**config.mk**
```make
export PLATFORM = sky130hd
export DESIGN_NAME = questionable_freq_mod_status
export DESIGN_NICKNAME = d
export VERILOG_FILES = /design/src/include/qstat_pkg.sv /design/src/include/status_group_if.sv /design/src/design/edge_filter.sv /design/src/design/event_latch.sv /design/src/design/questionable_freq_mod_status.sv
export VERILOG_INCLUDE_DIRS = /design/src /design/src/include
export SDC_FILE = /design/constraint.sdc
export NUM_CORES = 1
export LEC_CHECK = 0
export BUFFER_PORTS_ARGS = -buffer_cell sky130_fd_sc_hd__buf_2
export CAP_MARGIN = 10
export CORE_MARGIN = 2
export CORE_UTILIZATION = 40
export DETAILED_ROUTE_END_ITERATION = 8
export MAX_ROUTING_LAYER = met4
export PLACE_DENSITY = 0.64
export SLEW_MARGIN = 10
export SYNTH_ARGS = -nofsm -noshare
export SYNTH_HDL_FRONTEND = slang
export SYNTH_SLANG_ARGS = --single-unit
```
**constraint.sdc**
```tcl
create_clock -name clk -period 4.9 [get_ports clk]
set_input_delay 0.98 -clock clk [delete_from_list [all_inputs] [get_ports clk]]
set_output_delay 0.98 -clock clk [all_outputs]
set_load 0.01 [all_outputs]
```
**src/include/qstat_regs.svh**
```systemverilog
// register select codes, field layouts, reset values of the questionable status bank
// What this block does
// freq bit 0 follows synthesizer unlock
// freq bit 1 follows 10 MHz reference unlock
// freq bit 2 follows 1 GHz reference unlock
// freq bit 3 follows baseband generator unlock
// freq bit 5 follows sampler loop unlock
// freq bit 6 follows oscillator loop unlock
// freq bits 7 to 15 read zero
// freq bit 4, mod bits 5-15 read zero
// condition registers track inputs, ignore writes
// condition read returns bit-weighted integer
// rise and fall filters select recorded edges
// software writes filters as summed bit weights
// enabled transition sets sticky event bit
// event read returns contents, then clears
// freq mask gates events onto summary bit 5
// modulation summary reports into parent bit 7
// mod bit 0 flags input 1 low
// mod bit 1 flags input 1 high
// mod bits 2, 3 flag input 2
// mod bit 4 flags uncalibrated modulation
// mod mask gates events onto summary bit 7
// summary is OR of masked events, every clock
`ifndef QSTAT_REGS_SVH
`define QSTAT_REGS_SVH

`define QS_W             16
// register select codes on the command port
`define QS_SEL_FREQ_COND 4'h0
`define QS_SEL_FREQ_RISE 4'h1
`define QS_SEL_FREQ_FALL 4'h2
`define QS_SEL_FREQ_EVT  4'h3
`define QS_SEL_FREQ_MASK 4'h4
`define QS_SEL_MOD_COND  4'h8
`define QS_SEL_MOD_RISE  4'h9
`define QS_SEL_MOD_FALL  4'ha
`define QS_SEL_MOD_EVT   4'hb
`define QS_SEL_MOD_MASK  4'hc
// condition bit positions
`define QS_F_SYNTH       0
`define QS_F_REF10       1
`define QS_F_REF1G       2
`define QS_F_BB1         3
`define QS_F_SAMPLER     5
`define QS_F_YIG         6
`define QS_M_EXT1_LOW    0
`define QS_M_EXT1_HIGH   1
`define QS_M_EXT2_LOW    2
`define QS_M_EXT2_HIGH   3
`define QS_M_UNCAL       4
// bits that can ever be one
`define QS_FREQ_USED     16'h006f
`define QS_MOD_USED      16'h001f
// reset values
`define QS_RISE_RST      16'h7fff
`define QS_FALL_RST      16'h0000
`define QS_MASK_RST      16'h0000
`define QS_ZERO          16'h0000
// parent questionable condition bit positions
`define QS_PARENT_FREQ   5
`define QS_PARENT_MOD    7

`endif

```
**src/include/qstat_pkg.sv**
```systemverilog
// types shared by the questionable status bank
package qstat_pkg;
  `include "qstat_regs.svh"

  typedef logic [`QS_W-1:0] word_t;

  typedef enum logic [3:0] {
    SEL_FREQ_COND = `QS_SEL_FREQ_COND,
    SEL_FREQ_RISE = `QS_SEL_FREQ_RISE,
    SEL_FREQ_FALL = `QS_SEL_FREQ_FALL,
    SEL_FREQ_EVT  = `QS_SEL_FREQ_EVT,
    SEL_FREQ_MASK = `QS_SEL_FREQ_MASK,
    SEL_MOD_COND  = `QS_SEL_MOD_COND,
    SEL_MOD_RISE  = `QS_SEL_MOD_RISE,
    SEL_MOD_FALL  = `QS_SEL_MOD_FALL,
    SEL_MOD_EVT   = `QS_SEL_MOD_EVT,
    SEL_MOD_MASK  = `QS_SEL_MOD_MASK
  } reg_sel_t;
endpackage

```
**src/include/status_group_if.sv**
```systemverilog
// signals of one status group between the register bank, edge filter and event latch
`timescale 1ns/10ps
`default_nettype none
interface status_group_if;
  import qstat_pkg::*;
  word_t cond;
  word_t rise_f;
  word_t fall_f;
  word_t set_v;
  logic  clear;
  word_t mask;
  word_t event_q;
  logic  summary;

  modport edge_side  (input cond, input rise_f, input fall_f, output set_v);
  modport latch_side (input set_v, input clear, input mask, output event_q, output summary);
  modport bank_side  (output cond, output rise_f, output fall_f, output clear, output mask,
                      input event_q, input summary);
endinterface
`default_nettype wire

```
**src/design/edge_filter.sv**
```systemverilog
// per-bit transition detector gated by the rise and fall filters
`timescale 1ns/10ps
`default_nettype none
`include "qstat_regs.svh"
module edge_filter
  import qstat_pkg::*;
(
  // clock and reset
  input wire logic clk,
  input wire logic reset,
  // group signals
  status_group_if.edge_side grp
);
  word_t           prev_q;
  wire [`QS_W-1:0] set_bits;

  // previous condition, so a change shows as one-cycle pulse
  always_ff @(posedge clk) begin
    if (reset) begin
      prev_q <= `QS_ZERO;
    end else begin
      prev_q <= grp.cond;
    end
  end

  // each bit may record a rise, a fall, both or neither
  for (genvar i = 0; i < `QS_W; i++) begin : g_bit
    wire rise_seen = grp.cond[i] & ~prev_q[i];
    wire fall_seen = ~grp.cond[i] & prev_q[i];
    assign set_bits[i] = (rise_seen & grp.rise_f[i]) | (fall_seen & grp.fall_f[i]);
  end

  // one driver for the whole interface word; per-bit drivers of a variable are refused
  assign grp.set_v = set_bits;
endmodule
`default_nettype wire

```
**src/design/event_latch.sv**
```systemverilog
// sticky event bits with clear on read and a masked summary
`timescale 1ns/10ps
`default_nettype none
`include "qstat_regs.svh"
module event_latch
  import qstat_pkg::*;
(
  // clock and reset
  input wire logic clk,
  input wire logic reset,
  // group signals
  status_group_if.latch_side grp
);
  word_t event_q;
  word_t event_d;
  logic  summary_q;
  logic  summary_d;

  // a set in the clearing cycle survives, so no edge is lost to a read
  assign event_d   = (grp.clear ? `QS_ZERO : event_q) | grp.set_v;
  assign summary_d = |(event_d & grp.mask);

  always_ff @(posedge clk) begin
    if (reset) begin
      event_q   <= `QS_ZERO;
      summary_q <= 1'b0;
    end else begin
      event_q   <= event_d;
      summary_q <= summary_d;
    end
  end

  assign grp.event_q = event_q;
  assign grp.summary = summary_q;
endmodule
`default_nettype wire

```
**src/design/questionable_freq_mod_status.sv**
```systemverilog
// frequency-lock and modulation-level questionable status groups with command access
`timescale 1ns/10ps
`default_nettype none
`include "qstat_regs.svh"
module questionable_freq_mod_status
  import qstat_pkg::*;
#(
  // variant options: a missing source forces its bit to zero
  parameter bit HAS_REF1G   = 1'b1,
  parameter bit HAS_BB1     = 1'b1,
  parameter bit HAS_SAMPLER = 1'b1,
  parameter bit HAS_YIG     = 1'b1
) (
  // clock and reset
  input wire logic  clk,
  input wire logic  reset,
  // frequency lock detectors, high while unlocked
  input wire logic  synth_unlock,
  input wire logic  ref10_unlock,
  input wire logic  ref1g_unlock,
  input wire logic  baseband1_unlock,
  input wire logic  sampler_loop_unlock,
  input wire logic  yig_oscillator_loop_unlock,
  // modulation level detectors, high while out of range
  input wire logic  ext1_level_low,
  input wire logic  ext1_level_high,
  input wire logic  ext2_level_low,
  input wire logic  ext2_level_high,
  input wire logic  mod_uncalibrated,
  // command port from the remote command parser
  input wire logic  cmd_valid,
  input wire logic  cmd_write,
  input wire logic  [3:0] cmd_sel,
  input wire logic  [15:0] cmd_wdata,
  output logic      rsp_valid,
  output logic      [15:0] rsp_data,
  // summary bits into the parent questionable condition register
  output logic      freq_summary,
  output logic      mod_summary
);
  // command port: a cmd_valid pulse is taken on the edge that sees it and answered
  // by rsp_valid one clock later; commands may come back to back every clock.
  // writes to condition, event or unmapped selects are answered but change nothing.
  // condition reads return the registered word, one clock behind the detector pins.
  // an enabled edge sets its event bit two clocks after the pin moves, and a set
  // in the same clock as the clearing read survives that read.
  // summaries are registered; a mask write acts on them one clock later.

  // one signal bundle per status group, shared by its edge filter and event latch
  status_group_if freq_grp ();
  status_group_if mod_grp ();

  // condition words, next and registered
  word_t freq_cond_q;
  word_t freq_cond_d;
  word_t mod_cond_q;
  word_t mod_cond_d;
  // filter and mask registers
  word_t freq_rise_q;
  word_t freq_fall_q;
  word_t freq_mask_q;
  word_t mod_rise_q;
  word_t mod_fall_q;
  word_t mod_mask_q;
  // answer registers and read select
  logic  rsp_valid_q;
  word_t rsp_data_q;
  word_t rd_mux;

  // variant gating: a loop the variant lacks has no detector, so its bit is forced low
  wire ref1g_seen   = ref1g_unlock & HAS_REF1G;
  wire bb1_seen     = baseband1_unlock & HAS_BB1;
  wire sampler_seen = sampler_loop_unlock & HAS_SAMPLER;
  wire yig_seen     = yig_oscillator_loop_unlock & HAS_YIG;

  // frequency condition word; unused bits 4 and 7 to 15 stay zero
  always_comb begin
    freq_cond_d = `QS_ZERO;
    freq_cond_d[`QS_F_SYNTH]   = synth_unlock;
    freq_cond_d[`QS_F_REF10]   = ref10_unlock;
    freq_cond_d[`QS_F_REF1G]   = ref1g_seen;
    freq_cond_d[`QS_F_BB1]     = bb1_seen;
    freq_cond_d[`QS_F_SAMPLER] = sampler_seen;
    freq_cond_d[`QS_F_YIG]     = yig_seen;
  end

  // modulation condition inputs; thresholds are judged by the analog detectors
  always_comb begin
    mod_cond_d = `QS_ZERO;
    mod_cond_d[`QS_M_EXT1_LOW]  = ext1_level_low;
    mod_cond_d[`QS_M_EXT1_HIGH] = ext1_level_high;
    mod_cond_d[`QS_M_EXT2_LOW]  = ext2_level_low;
    mod_cond_d[`QS_M_EXT2_HIGH] = ext2_level_high;
    mod_cond_d[`QS_M_UNCAL]     = mod_uncalibrated;
  end

  // frequency condition register follows the inputs every clock and takes no writes;
  // registering keeps a pin glitch inside one clock from posing as an edge
  always_ff @(posedge clk) begin
    if (reset) begin
      freq_cond_q <= `QS_ZERO;
    end else begin
      freq_cond_q <= freq_cond_d & `QS_FREQ_USED;
    end
  end

  // modulation condition register; the used-bit mask keeps bits 5 to 15 at zero
  always_ff @(posedge clk) begin
    if (reset) begin
      mod_cond_q <= `QS_ZERO;
    end else begin
      mod_cond_q <= mod_cond_d & `QS_MOD_USED;
    end
  end

  // command decode: each access names one register
  wire do_wr          = cmd_valid & cmd_write;
  wire do_rd          = cmd_valid & ~cmd_write;

  // one-hot register selects; codes outside the map match none of them
  wire sel_freq_cond  = (cmd_sel == SEL_FREQ_COND);
  wire sel_freq_rise  = (cmd_sel == SEL_FREQ_RISE);
  wire sel_freq_fall  = (cmd_sel == SEL_FREQ_FALL);
  wire sel_freq_evt   = (cmd_sel == SEL_FREQ_EVT);
  wire sel_freq_mask  = (cmd_sel == SEL_FREQ_MASK);
  wire sel_mod_cond   = (cmd_sel == SEL_MOD_COND);
  wire sel_mod_rise   = (cmd_sel == SEL_MOD_RISE);
  wire sel_mod_fall   = (cmd_sel == SEL_MOD_FALL);
  wire sel_mod_evt    = (cmd_sel == SEL_MOD_EVT);
  wire sel_mod_mask   = (cmd_sel == SEL_MOD_MASK);

  // write strobes; condition and event selects get none, so such writes are dropped
  wire wr_freq_rise   = do_wr & sel_freq_rise;
  wire wr_freq_fall   = do_wr & sel_freq_fall;
  wire wr_freq_mask   = do_wr & sel_freq_mask;
  wire wr_mod_rise    = do_wr & sel_mod_rise;
  wire wr_mod_fall    = do_wr & sel_mod_fall;
  wire wr_mod_mask    = do_wr & sel_mod_mask;
  // a read of an event register is also its clear
  wire rd_freq_evt    = do_rd & sel_freq_evt;
  wire rd_mod_evt     = do_rd & sel_mod_evt;

  // freq rise filter holds the summed bit weights as written; after reset every
  // rise is recorded, so an unlock present at power-up shows as an event
  always_ff @(posedge clk) begin
    if (reset) begin
      freq_rise_q <= `QS_RISE_RST;
    end else if (wr_freq_rise) begin
      freq_rise_q <= cmd_wdata;
    end
  end

  // freq fall filter; no fall is recorded until software asks for it
  always_ff @(posedge clk) begin
    if (reset) begin
      freq_fall_q <= `QS_FALL_RST;
    end else if (wr_freq_fall) begin
      freq_fall_q <= cmd_wdata;
    end
  end

  // freq summary mask; a new mask reaches the summary flip-flop on the next edge,
  // so the summary lags the write by one clock
  always_ff @(posedge clk) begin
    if (reset) begin
      freq_mask_q <= `QS_MASK_RST;
    end else if (wr_freq_mask) begin
      freq_mask_q <= cmd_wdata;
    end
  end

  // mod rise filter
  always_ff @(posedge clk) begin
    if (reset) begin
      mod_rise_q <= `QS_RISE_RST;
    end else if (wr_mod_rise) begin
      mod_rise_q <= cmd_wdata;
    end
  end

  // mod fall filter
  always_ff @(posedge clk) begin
    if (reset) begin
      mod_fall_q <= `QS_FALL_RST;
    end else if (wr_mod_fall) begin
      mod_fall_q <= cmd_wdata;
    end
  end

  // mod summary mask; same one-clock lag as the frequency mask
  // and the only path by which modulation events reach the parent bit
  always_ff @(posedge clk) begin
    if (reset) begin
      mod_mask_q <= `QS_MASK_RST;
    end else if (wr_mod_mask) begin
      mod_mask_q <= cmd_wdata;
    end
  end

  // frequency group wiring: the event read doubles as the clear
  assign freq_grp.cond   = freq_cond_q;
  assign freq_grp.rise_f = freq_rise_q;
  assign freq_grp.fall_f = freq_fall_q;
  assign freq_grp.mask   = freq_mask_q;
  assign freq_grp.clear  = rd_freq_evt;

  // modulation group wiring
  assign mod_grp.cond    = mod_cond_q;
  assign mod_grp.rise_f  = mod_rise_q;
  assign mod_grp.fall_f  = mod_fall_q;
  assign mod_grp.mask    = mod_mask_q;
  assign mod_grp.clear   = rd_mod_evt;

  // frequency edges become one-clock set pulses
  edge_filter u_freq_edge (
    .clk   (clk),
    .reset (reset),
    .grp   (freq_grp)
  );

  // frequency events held until read, and the masked summary
  event_latch u_freq_evt (
    .clk   (clk),
    .reset (reset),
    .grp   (freq_grp)
  );

  // modulation edges
  edge_filter u_mod_edge (
    .clk   (clk),
    .reset (reset),
    .grp   (mod_grp)
  );

  // modulation events and summary
  event_latch u_mod_evt (
    .clk   (clk),
    .reset (reset),
    .grp   (mod_grp)
  );

  // read select: one masked term per register, so an unknown select reads zero;
  // the event terms see the word held before the edge that clears it
  wire [`QS_W-1:0] term_freq_cond = {`QS_W{sel_freq_cond}} & freq_cond_q;
  wire [`QS_W-1:0] term_freq_rise = {`QS_W{sel_freq_rise}} & freq_rise_q;
  wire [`QS_W-1:0] term_freq_fall = {`QS_W{sel_freq_fall}} & freq_fall_q;
  wire [`QS_W-1:0] term_freq_evt  = {`QS_W{sel_freq_evt}} & freq_grp.event_q;
  wire [`QS_W-1:0] term_freq_mask = {`QS_W{sel_freq_mask}} & freq_mask_q;
  wire [`QS_W-1:0] term_mod_cond  = {`QS_W{sel_mod_cond}} & mod_cond_q;
  wire [`QS_W-1:0] term_mod_rise  = {`QS_W{sel_mod_rise}} & mod_rise_q;
  wire [`QS_W-1:0] term_mod_fall  = {`QS_W{sel_mod_fall}} & mod_fall_q;
  wire [`QS_W-1:0] term_mod_evt   = {`QS_W{sel_mod_evt}} & mod_grp.event_q;
  wire [`QS_W-1:0] term_mod_mask  = {`QS_W{sel_mod_mask}} & mod_mask_q;

  // the selects are one-hot, so an or of the terms is the plain weighted word
  assign rd_mux = term_freq_cond
                | term_freq_rise
                | term_freq_fall
                | term_freq_evt
                | term_freq_mask
                | term_mod_cond
                | term_mod_rise
                | term_mod_fall
                | term_mod_evt
                | term_mod_mask;

  // every command is answered one clock later
  always_ff @(posedge clk) begin
    if (reset) begin
      rsp_valid_q <= 1'b0;
    end else begin
      rsp_valid_q <= cmd_valid;
    end
  end

  // answer data loads only with a command and then holds until the next answer,
  // so a slow parser still finds it; a write answers with zero data
  always_ff @(posedge clk) begin
    if (reset) begin
      rsp_data_q <= `QS_ZERO;
    end else if (cmd_valid) begin
      rsp_data_q <= do_rd ? rd_mux : `QS_ZERO;
    end
  end

  // answer outputs straight from flip-flops
  assign rsp_valid    = rsp_valid_q;
  assign rsp_data     = rsp_data_q;

  // summaries to the parent questionable register, glitch-free since both are registered
  assign freq_summary = freq_grp.summary;
  assign mod_summary  = mod_grp.summary;
endmodule
`default_nettype wire

```
==> impl_metrics.yaml, run 1 <==
setup_path:
  critical_path.max_fanout: 42
  endpoint_kind: "flip-flop"
  cp-start-kind: "input pin"
  cp_cell_sequence: "buf_2 > nand2b_1 > nor2_2 > nand3_1 > nand2_1 > a21oi_1"
  path_buf_inv: 1
  critPathMaxStageDelay_ns: 0.77
  crit_type: "input pin to flip-flop"
  cp_data_arrival_time_ns: 3.60
  crit_family: "simple AND/OR/NAND/NOR gates"
  worstPathRequired_ns: 5.18
  cp_slowest_cell: "buf_2"
sta:
  max_slew_margin_pct: 18.46
  worst_pin_slew_ns: 1.214
  skew_ns: 0.008676
  max_clock_freq_mhz: 301.1
  min_period_over_period_pct: 67.79
  setup_violations: 0
  period_minus_slack_ns: 3.322
  setup-tns-final_ns: 0
  slew_viol_final: 0
  grt_setup_unrepaired: "no"
  hold_violations: 0
power_and_ir_drop:
  p_leak_nw: 2.892
  p_per_area_nw_per_um2: 361.3
  worst_ir_drop_vdd_mv: 0.2659
die:
  die_y_um: 136.9
  rows: 48
  initial_core_util_pct: 40.85
  core_area_um2: 17300
  die_x_um: 136.9
  design.portCount: 54
  die_area_um2: 18740
layout:
  diodes: 0
  layout.nets: 868
  synthToLayoutAreaGrowth_pct: 11.35
  drive_gt1_share_pct: 12.66
  utilization_pct: 45.49
yosys:
  yosys-top-cells-area: "dfxtp_1 (48%), nand2_1 (11%), a21oi_1 (5.8%)"
  ys_ff_latch: 169
  ys.flop_type: "dfxtp_1"
  synth_area_um2: 7066
  ys_seq_area_share_pct: 47.88
  yosys-top-cells-count: "nand2_1 (209), dfxtp_1 (169), a21oi_1 (82)"
  synth-edff-count: 0
  yosysTopAreaCell: "dfxtp_1"
  async_flop_share_pct: 0
  ys_types: 50
  syn_area_per_cell_um2: 8.691
  synth_cells: 813
  synth_top_area_share_pct: 47.88
  synth_nets: 848
  yosys_warnings: 0
  synth_most_common_cell: "nand2_1"
worst_hold_path:
  hold_class: "flip-flop to flip-flop"
global_routing:
  grt_usage_pct: 25.53
  grt_pass1_wl_um: 34440
  grt_pass1_vias: 5656
  antenna_found_initial: 0
  grt_max_degree: 55
  overflow: 0
detailed_routing:
  first_pass_iters: 6
  antenna_left: 0
  post-route-drc-count: 0
  drt_iter0_markers: 793
  drt-vias-per-instance: 5.816
  vias: 6223
  wirelength_um: 22540
  avgRoutedWirePerCell_um: 21.06
clock_tree:
  clk_pin_slew_worst_paths_ns: 0.06
  cts_resized: 0
  cts_hold_buf: 0
  cts_tree: "yes"
  htree_levels: 4
  clockBufferDepth: 2
  cts_inserted_buffers: 17
  cts.sinks: 169
  cts-root-buf: "clkbuf_16"
  worstSkewPairLatency_ns: 0.43
  post_cts_buffers: 0
placed_design:
  port_buffers: 53
  dp_hpwl_um: 15150
  gp_congestion: 0.9498
job:
  maxCapViolCount: 0
outcome:
  status: "finished, final reports clean"
[area by class of cell]
class,instances,area (µm²)
clock inverter,7,72.57
fill,1717,9429
multi-input combinational,583,3362
tap,225,281.5
clock buffer,24,451.7
inverter,5,18.77
sequential,169,3383
timing repair buffer,57,297.8
[tightest hold or removal path: cells and delay by family (launching register included)]
family | cells | cell delay (ns)
AOI/OAI and AO/OA | 1 | 0.05
DFF | 1 | 0.31
and+or+nand+nor | 1 | 0.04
[where the power goes]
group / total (W) / switching, W / internal [W]
Clock: 0.00124 / 0.000545 / 0.000696
Sequential: 0.00142 / 0.0000199 / 0.00140
Combinational: 0.000184 / 0.000126 / 0.0000581
[layout by cell type, fill, tap and decap left out, types with 13 or more instances in the layout]
cell type    n
nor2_1      22
mux2_2      13
nand3_1     20
nor2b_1     27
and3_1      25
o21ai_0     22
clkbuf_16   17
a21oi_1     82
a22oi_1     29
dfxtp_1    169
buf_2       52
mux2i_1     35
nand2_1    209
[sequential cells by signal (all words and copies together) (netlist names), 6 cells and up]
signal,cells
freq_cond_q,6
freq_fall_q,16
freq_grp.mask,16
freq_grp.rise_f,16
mod_fall_q,16
mod_grp.mask,16
mod_grp.rise_f,16
rsp_data,16
u_freq_edge.prev_q,6
u_freq_evt.grp.event_q,16
u_mod_evt.grp.event_q,16
[final timing paths]
check                            from               endpoint  slack, ns  depth (start not counted)
max                        cmd_sel[3]         mod_fall_q[12]       1.58                          6
max reg2reg  u_mod_evt.grp.event_q[8]  u_mod_evt.grp.summary       3.27                          5
min reg2reg               rsp_data[7]            rsp_data[7]       0.44                          2
min                       rsp_data[7]            rsp_data[7]       0.44                          2
[cells by family (layout without fill, tap and decap cells)]
group	count (synthesis)	count (layout)	share of synthesized area (%)
AOI/OAI and AO/OA	193	193	17.32
buffers and inverters	61	93	4.533
DFF	169	169	47.88
muxes	50	50	7.668
and+or+nand+nor	340	340	22.60
[metal layers]
layer	share of wire [%]	global-route usage (%)
met1	43	32.99
met2	47	40.03
met3	7.7	5.407
met4	2.5	8.247
met5	0	-
[stage by stage]
stage / worst slack (ns) / total power (W) / instances / area, µm² / hold slack, ns
after floorplan: 2.524 / 0.001558 / 813 / 7066 / 0.4347
after global placement: 1.325 / 0.001627 / 1039 / 7343 / 0.4321
final: 1.578 / 0.002843 / 1070 / 7868 / 0.4435
after detailed placement: 1.199 / 0.001629 / 1039 / 7343 / 0.4399
after CTS: 1.652 / 0.002848 / 1070 / 7868 / 0.4485
after global routing: 1.427 / 0.002925 / 1070 / 7868 / 0.4693
No activity file was read; power rests on OpenSTA's default activity.
==> run 2, diff against run 1 <==
Settings changed: ABC_AREA from default to 1, PLACE_DENSITY 0.64 to 0.66.
Clock period 4.9 ns to 3 ns, I/O delays scaled along.
==> run 2 against run 1 <==
Against the previous run:
- hold slack worse by 0.080 ns
- setup slack worse by 0.61 ns
- flip-flop and latch count stayed put
- count of clock-buffer cells in the layout stayed put
- sequential share of layout area is 1.1 points lower
- via count is 4.2% higher
- final area is 2.7% higher
- clock skew is 0.0026 ns higher
- global-route usage is 3.2 points lower
- die area is 0.85% lower
==> impl_metrics.yaml, run 2 <==
sta:
  slew_viol_final: 0
  setup_violations: 0
  hold_slack_ns: 0.3633
  period_minus_slack_ns: 2.029
  hold_violations: 0
  grt_setup_unrepaired: "no"
  setup-tns-final_ns: 0
  max_slew_margin_pct: 48.08
  worst_pin_slew_ns: 0.7769
  min_period_over_period_pct: 67.64
  skew_ns: 0.01127
  max_clock_freq_mhz: 492.8
global_routing:
  grtUsageMet2_pct: 32.16
  met1_usage_pct: 31.81
  use_met3_pct: 4.288
  grt_pass1_wl_um: 30730
  antenna_found_initial: 0
  grt_pass1_vias: 5694
  grt-busiest-layer: "met2"
  grt_max_degree: 46
  overflow: 0
  grt_usage_pct: 22.32
yosys:
  ys.flop_type: "dfxtp_1"
  synth_cells: 991
  yosys-top-cells-area: "dfxtp_1 (48%), nand2_1 (12%), a21oi_1 (9.7%)"
  ys_seq_area_share_pct: 48.30
  ys_ff_latch: 169
  synth_area_um2: 7004
  syn_area_per_cell_um2: 7.068
  async_flop_share_pct: 0
  synth_nets: 1026
  yosys_warnings: 0
  ys_types: 20
  synth_most_common_cell: "nand2_1"
  yosysTopAreaCell: "dfxtp_1"
  synth-edff-count: 0
  synth_top_area_share_pct: 48.30
  yosys-top-cells-count: "nand2_1 (215), dfxtp_1 (169), a21oi_1 (136)"
clock_tree:
  clk_pin_slew_worst_paths_ns: 0.06
  cts_resized: 0
  cts_inserted_buffers: 17
  cts.sinks: 169
  htree_levels: 4
  worstSkewPairLatency_ns: 0.43
  cts_tree: "yes"
  cts_hold_buf: 0
  post_cts_buffers: 0
  clockBufferDepth: 2
  cts-root-buf: "clkbuf_16"
job:
  maxCapViolCount: 0
setup_path:
  crit_type: "input pin to flip-flop"
  cp_slowest_cell: "nand3_2"
  critical_path.max_fanout: 25
  crit_family: "simple AND/OR/NAND/NOR gates"
  cp_data_arrival_time_ns: 2.34
  endpoint_kind: "flip-flop"
  critPathMaxStageDelay_ns: 0.49
  worst_path_most_repeated_cell: "nand2_1"
  cp_cell_sequence: "buf_2 > inv_2 > nor2_8 > nand3_2 > nand2_1 > nand2_1 > nand2_1 > nand2_1 > nor2_1 > nand2_1 > nor2_1 > nor2_1"
  cp-start-kind: "input pin"
  path_buf_inv: 2
  worstPathRequired_ns: 3.31
detailed_routing:
  wirelength_um: 19500
  first_pass_iters: 8
  post-route-drc-count: 0
  drt_iter0_markers: 705
  drt-vias-per-instance: 5.088
  avgRoutedWirePerCell_um: 15.31
  antenna_left: 0
  vias: 6482
layout:
  final_common_cell: "nand2_1"
  layout.nets: 1071
  fillCellCount: 1765
  final_cell_mix: "nand2_1 (215), dfxtp_1 (169), a21oi_1 (136), inv_1 (122)"
  synthToLayoutAreaGrowth_pct: 15.36
  diodes: 0
  drive_gt1_share_pct: 10.77
  multiInputGateArea_um2: 2929
  ff_latch_area_um2: 3383
die:
  core_area_um2: 17240
  rows: 48
  die_area_um2: 18580
  die_x_um: 136.3
  design.portCount: 54
  initial_core_util_pct: 40.64
  die_y_um: 136.3
power_and_ir_drop:
  internal_power_w: 0.003683
  power_w: 0.004783
  p_sw_w: 0.001100
  clockPowerShare_pct: 45.6
  pwr-share-comb_pct: 6.0
  p_leak_nw: 3.523
  worst_ir_drop_vdd_mv: 0.3645
  p_per_area_nw_per_um2: 592.0
  netSwitchingFraction_pct: 23.00
  p_seq_share_pct: 48.4
outcome:
  status: "finished, final reports clean"
placed_design:
  port_buffers: 53
  gp_congestion: 0.9513
  dp_hpwl_um: 13530
worst_hold_path:
  hold_class: "input pin to flip-flop"
## run 2: cell types whose count changed after synthesis, sizes merged, moves of 20 or more
cell	delta
and3	-26
o22ai	+20
nor2b	-28
o21ai	+68
a21oi	+54
mux2i	-35
nand3	+40
nor2	+75
a22oi	-29
inv	+120
## run 2: routing by layer
metal	share of wire (%)	wire length, µm
met4	1.4	278
met1	49	9461
met5	0	0
met2	42	8252
met3	7.7	1508
## run 2: kinds of logic after synthesis
family | count (synthesis) | share of synthesized area, %
and+or+nand+nor | 389 | 22.83
DFF | 169 | 48.30
buffers and inverters | 175 | 9.914
AOI/OAI and AO/OA | 258 | 18.95
## run 2: tightest hold or removal path, stage by stage
cell	delay [ns]
buf_2	0.07
inv_1	0.03
nor2_1	0.06
## run 2: worst paths after layout
kind / startpoint / cells after the start / to / slack, ns
max reg2reg: mod_cond_q[0] / 10 / u_mod_evt.grp.summary / 1.65
max: cmd_valid / 12 / u_freq_evt.grp.summary / 0.97
min reg2reg: mod_fall_q[12] / 2 / mod_fall_q[12] / 0.46
min: ext1_level_low / 3 / mod_cond_q[0] / 0.36
## run 2: layout make-up
cell class,instances,area share [%]
Sequential cell,169,41.87
Multi-Input combinational cell,647,36.25
Clock buffer,24,6.085
Inverter,127,5.900
Timing Repair Buffer,74,5.265
Tap cell,225,3.484
Clock inverter,8,1.146
## run 2: metrics by stage
stage	worst slack (ns)	utilization, %	instances	area, µm²
3_3_place_gp	0.5306	43.49	1242	7496
5_1_grt	0.7349	46.88	1274	8080
4_1_cts	0.9403	46.88	1274	8080
2_1_floorplan	1.299	-	991	7004
6_report	0.9708	46.88	1274	8080
3_5_place_dp	0.4965	43.49	1242	7496
## run 2: power groups by stage
stage                     Clock, W  Combinational (W)  Sequential, W
after floorplan                  0           0.000171        0.00236
after global placement           0           0.000281        0.00236
after detailed placement         0           0.000284        0.00236
after CTS                  0.00220           0.000285        0.00231
after global routing       0.00231           0.000320        0.00232
final                      0.00218           0.000287        0.00231
==> run 3, diff against run 2 <==
Clock period 3 ns to 1.64 ns, I/O delays scaled along.
==> run 3 against run 2 <==
Against the previous run:
- combinational power rose by 100%
- non-clock buffer count rose by 29
- core utilization rose by 2.0 points
- register-to-register slack got worse by 1.4 ns
- final area rose by 4.3%
- final cell count rose by 2.2%
- critical path type unchanged
- largest cell class unchanged
==> impl_metrics.yaml, run 3 (same netlist as run 2, synthesis figures left out) <==
outcome:
  status: "finished, final reports clean"
clock_tree:
  cts_hold_buf: 0
  cts.sinks: 169
  cts_resized: 0
  post_cts_buffers: 0
  cts-root-buf: "clkbuf_16"
  cts_tree: "yes"
  htree_levels: 4
  clockBufferDepth: 2
  clk_pin_slew_worst_paths_ns: 0.07
  worstSkewPairLatency_ns: 0.43
  cts_inserted_buffers: 17
global_routing:
  overflow: 0
  grt_pass1_vias: 6118
  grt_pass1_wl_um: 31860
  grt_max_degree: 63
  grt_usage_pct: 23.05
  antenna_found_initial: 0
setup_path:
  cp_data_arrival_time_ns: 1.77
  crit_path_start: "cmd_sel[3]"
  crit_type: "input pin to flip-flop"
  critical_path.max_fanout: 6
  endpoint_kind: "flip-flop"
  cp-start-kind: "input pin"
  worstPathRequired_ns: 2.00
  rr_startpoint: "mod_cond_q[1]"
sta:
  hold_slack_ns: 0.09119
  worst_pin_slew_ns: 0.3650
  period_minus_slack_ns: 1.410
  setup-tns-final_ns: 0
  hold_violations: 0
  slew_viol_final: 0
  grt_setup_unrepaired: "no"
  min_period_over_period_pct: 85.96
  skew_ns: 0.009385
  max_slew_margin_pct: 75.41
  setup_violations: 0
  max_clock_freq_mhz: 709.3
layout:
  synthToLayoutAreaGrowth_pct: 20.31
  layout.nets: 1100
  layoutNonFillerInstCount: 1302
  diodes: 0
  final_cell_mix: "nand2_1 (215), dfxtp_1 (169), a21oi_1 (136), inv_1 (122)"
  fillCellCount: 1714
  final_common_cell: "nand2_1"
  drive_gt1_share_pct: 13.18
power_and_ir_drop:
  internal_power_w: 0.006648
  p_sw_w: 0.002128
  netSwitchingFraction_pct: 24.24
  worst_ir_drop_vdd_mv: 0.7375
  power_w: 0.008776
  clockPowerShare_pct: 45.1
  p_seq_share_pct: 48.2
  p_leak_nw: 3.701
  pwr-share-comb_pct: 6.7
  p_per_area_nw_per_um2: 1041
detailed_routing:
  antenna_left: 0
  avgRoutedWirePerCell_um: 15.25
  post-route-drc-count: 0
  first_pass_iters: 5
  wirelength_um: 19860
  vias: 6643
  drt-vias-per-instance: 5.102
  drt_iter0_markers: 671
job:
  maxCapViolCount: 0
placed_design:
  gp_congestion: 0.8923
  port_buffers: 53
  place_inst: 1271
  dp_hpwl_um: 13810
die:
  rows: 48
  die_x_um: 136.3
  die_area_um2: 18580
  core_area_um2: 17240
  initial_core_util_pct: 40.64
  die_y_um: 136.3
  design.portCount: 54
worst_hold_path:
  min-delay-start: "ext1_level_high"
  hold_class: "input pin to flip-flop"
-- run 3: area by class of cell --
cell class | count | area (µm²) | share of cell area [%]
Clock buffer | 19 | 432.9 | 5.137
Clock inverter | 12 | 142.6 | 1.693
Inverter | 127 | 476.7 | 5.657
Multi-Input combinational cell | 647 | 2929 | 34.76
Sequential cell | 169 | 3383 | 40.15
Tap cell | 225 | 281.5 | 3.341
Timing Repair Buffer | 103 | 780.7 | 9.265
-- run 3: critical path, cell delays in order --
cell     delay (ns)
buf_2          0.13
nor2_2         0.23
nand2_1        0.27
inv_1          0.24
nand2_1        0.08
nand3_1        0.16
a21oi_1        0.06
nand2_1        0.08
nand2_1        0.06
a21oi_1        0.12
-- run 3: per-stage QoR --
step           setup WS, ns  area (µm²)  utilization, %
2_1_floorplan        0.2112        7004               -
3_3_place_gp        -0.1391        7851           45.55
3_5_place_dp        -0.1718        7851           45.55
4_1_cts              0.2790        8427           48.89
5_1_grt              0.1100        8427           48.89
6_report             0.2302        8427           48.89
-- run 3: routing by layer --
layer	track usage [%]	share of wire (%)	wire [µm]
met1	32.24	48	9436
met2	33.70	43	8514
met3	3.542	7.6	1503
met4	8.333	2.0	400
met5	-	0	0
-- run 3: power by group through the flow --
stage	sequential, W	clock [W]	combinational [W]
final	0.00423	0.00396	0.000586
after CTS	0.00423	0.00401	0.000582
after detailed placement	0.00432	0	0.000579
after global routing	0.00424	0.00418	0.000652
after global placement	0.00432	0	0.000572
after floorplan	0.00432	0	0.000312
-- run 3: final timing paths --
check / end / slack [ns] / depth (start not counted)
min reg2reg: freq_fall_q[4] / 0.45 / 2
max: rsp_data[13] / 0.23 / 10
max reg2reg: u_mod_evt.grp.summary / 0.27 / 10
min: mod_cond_q[1] / 0.09 / 3
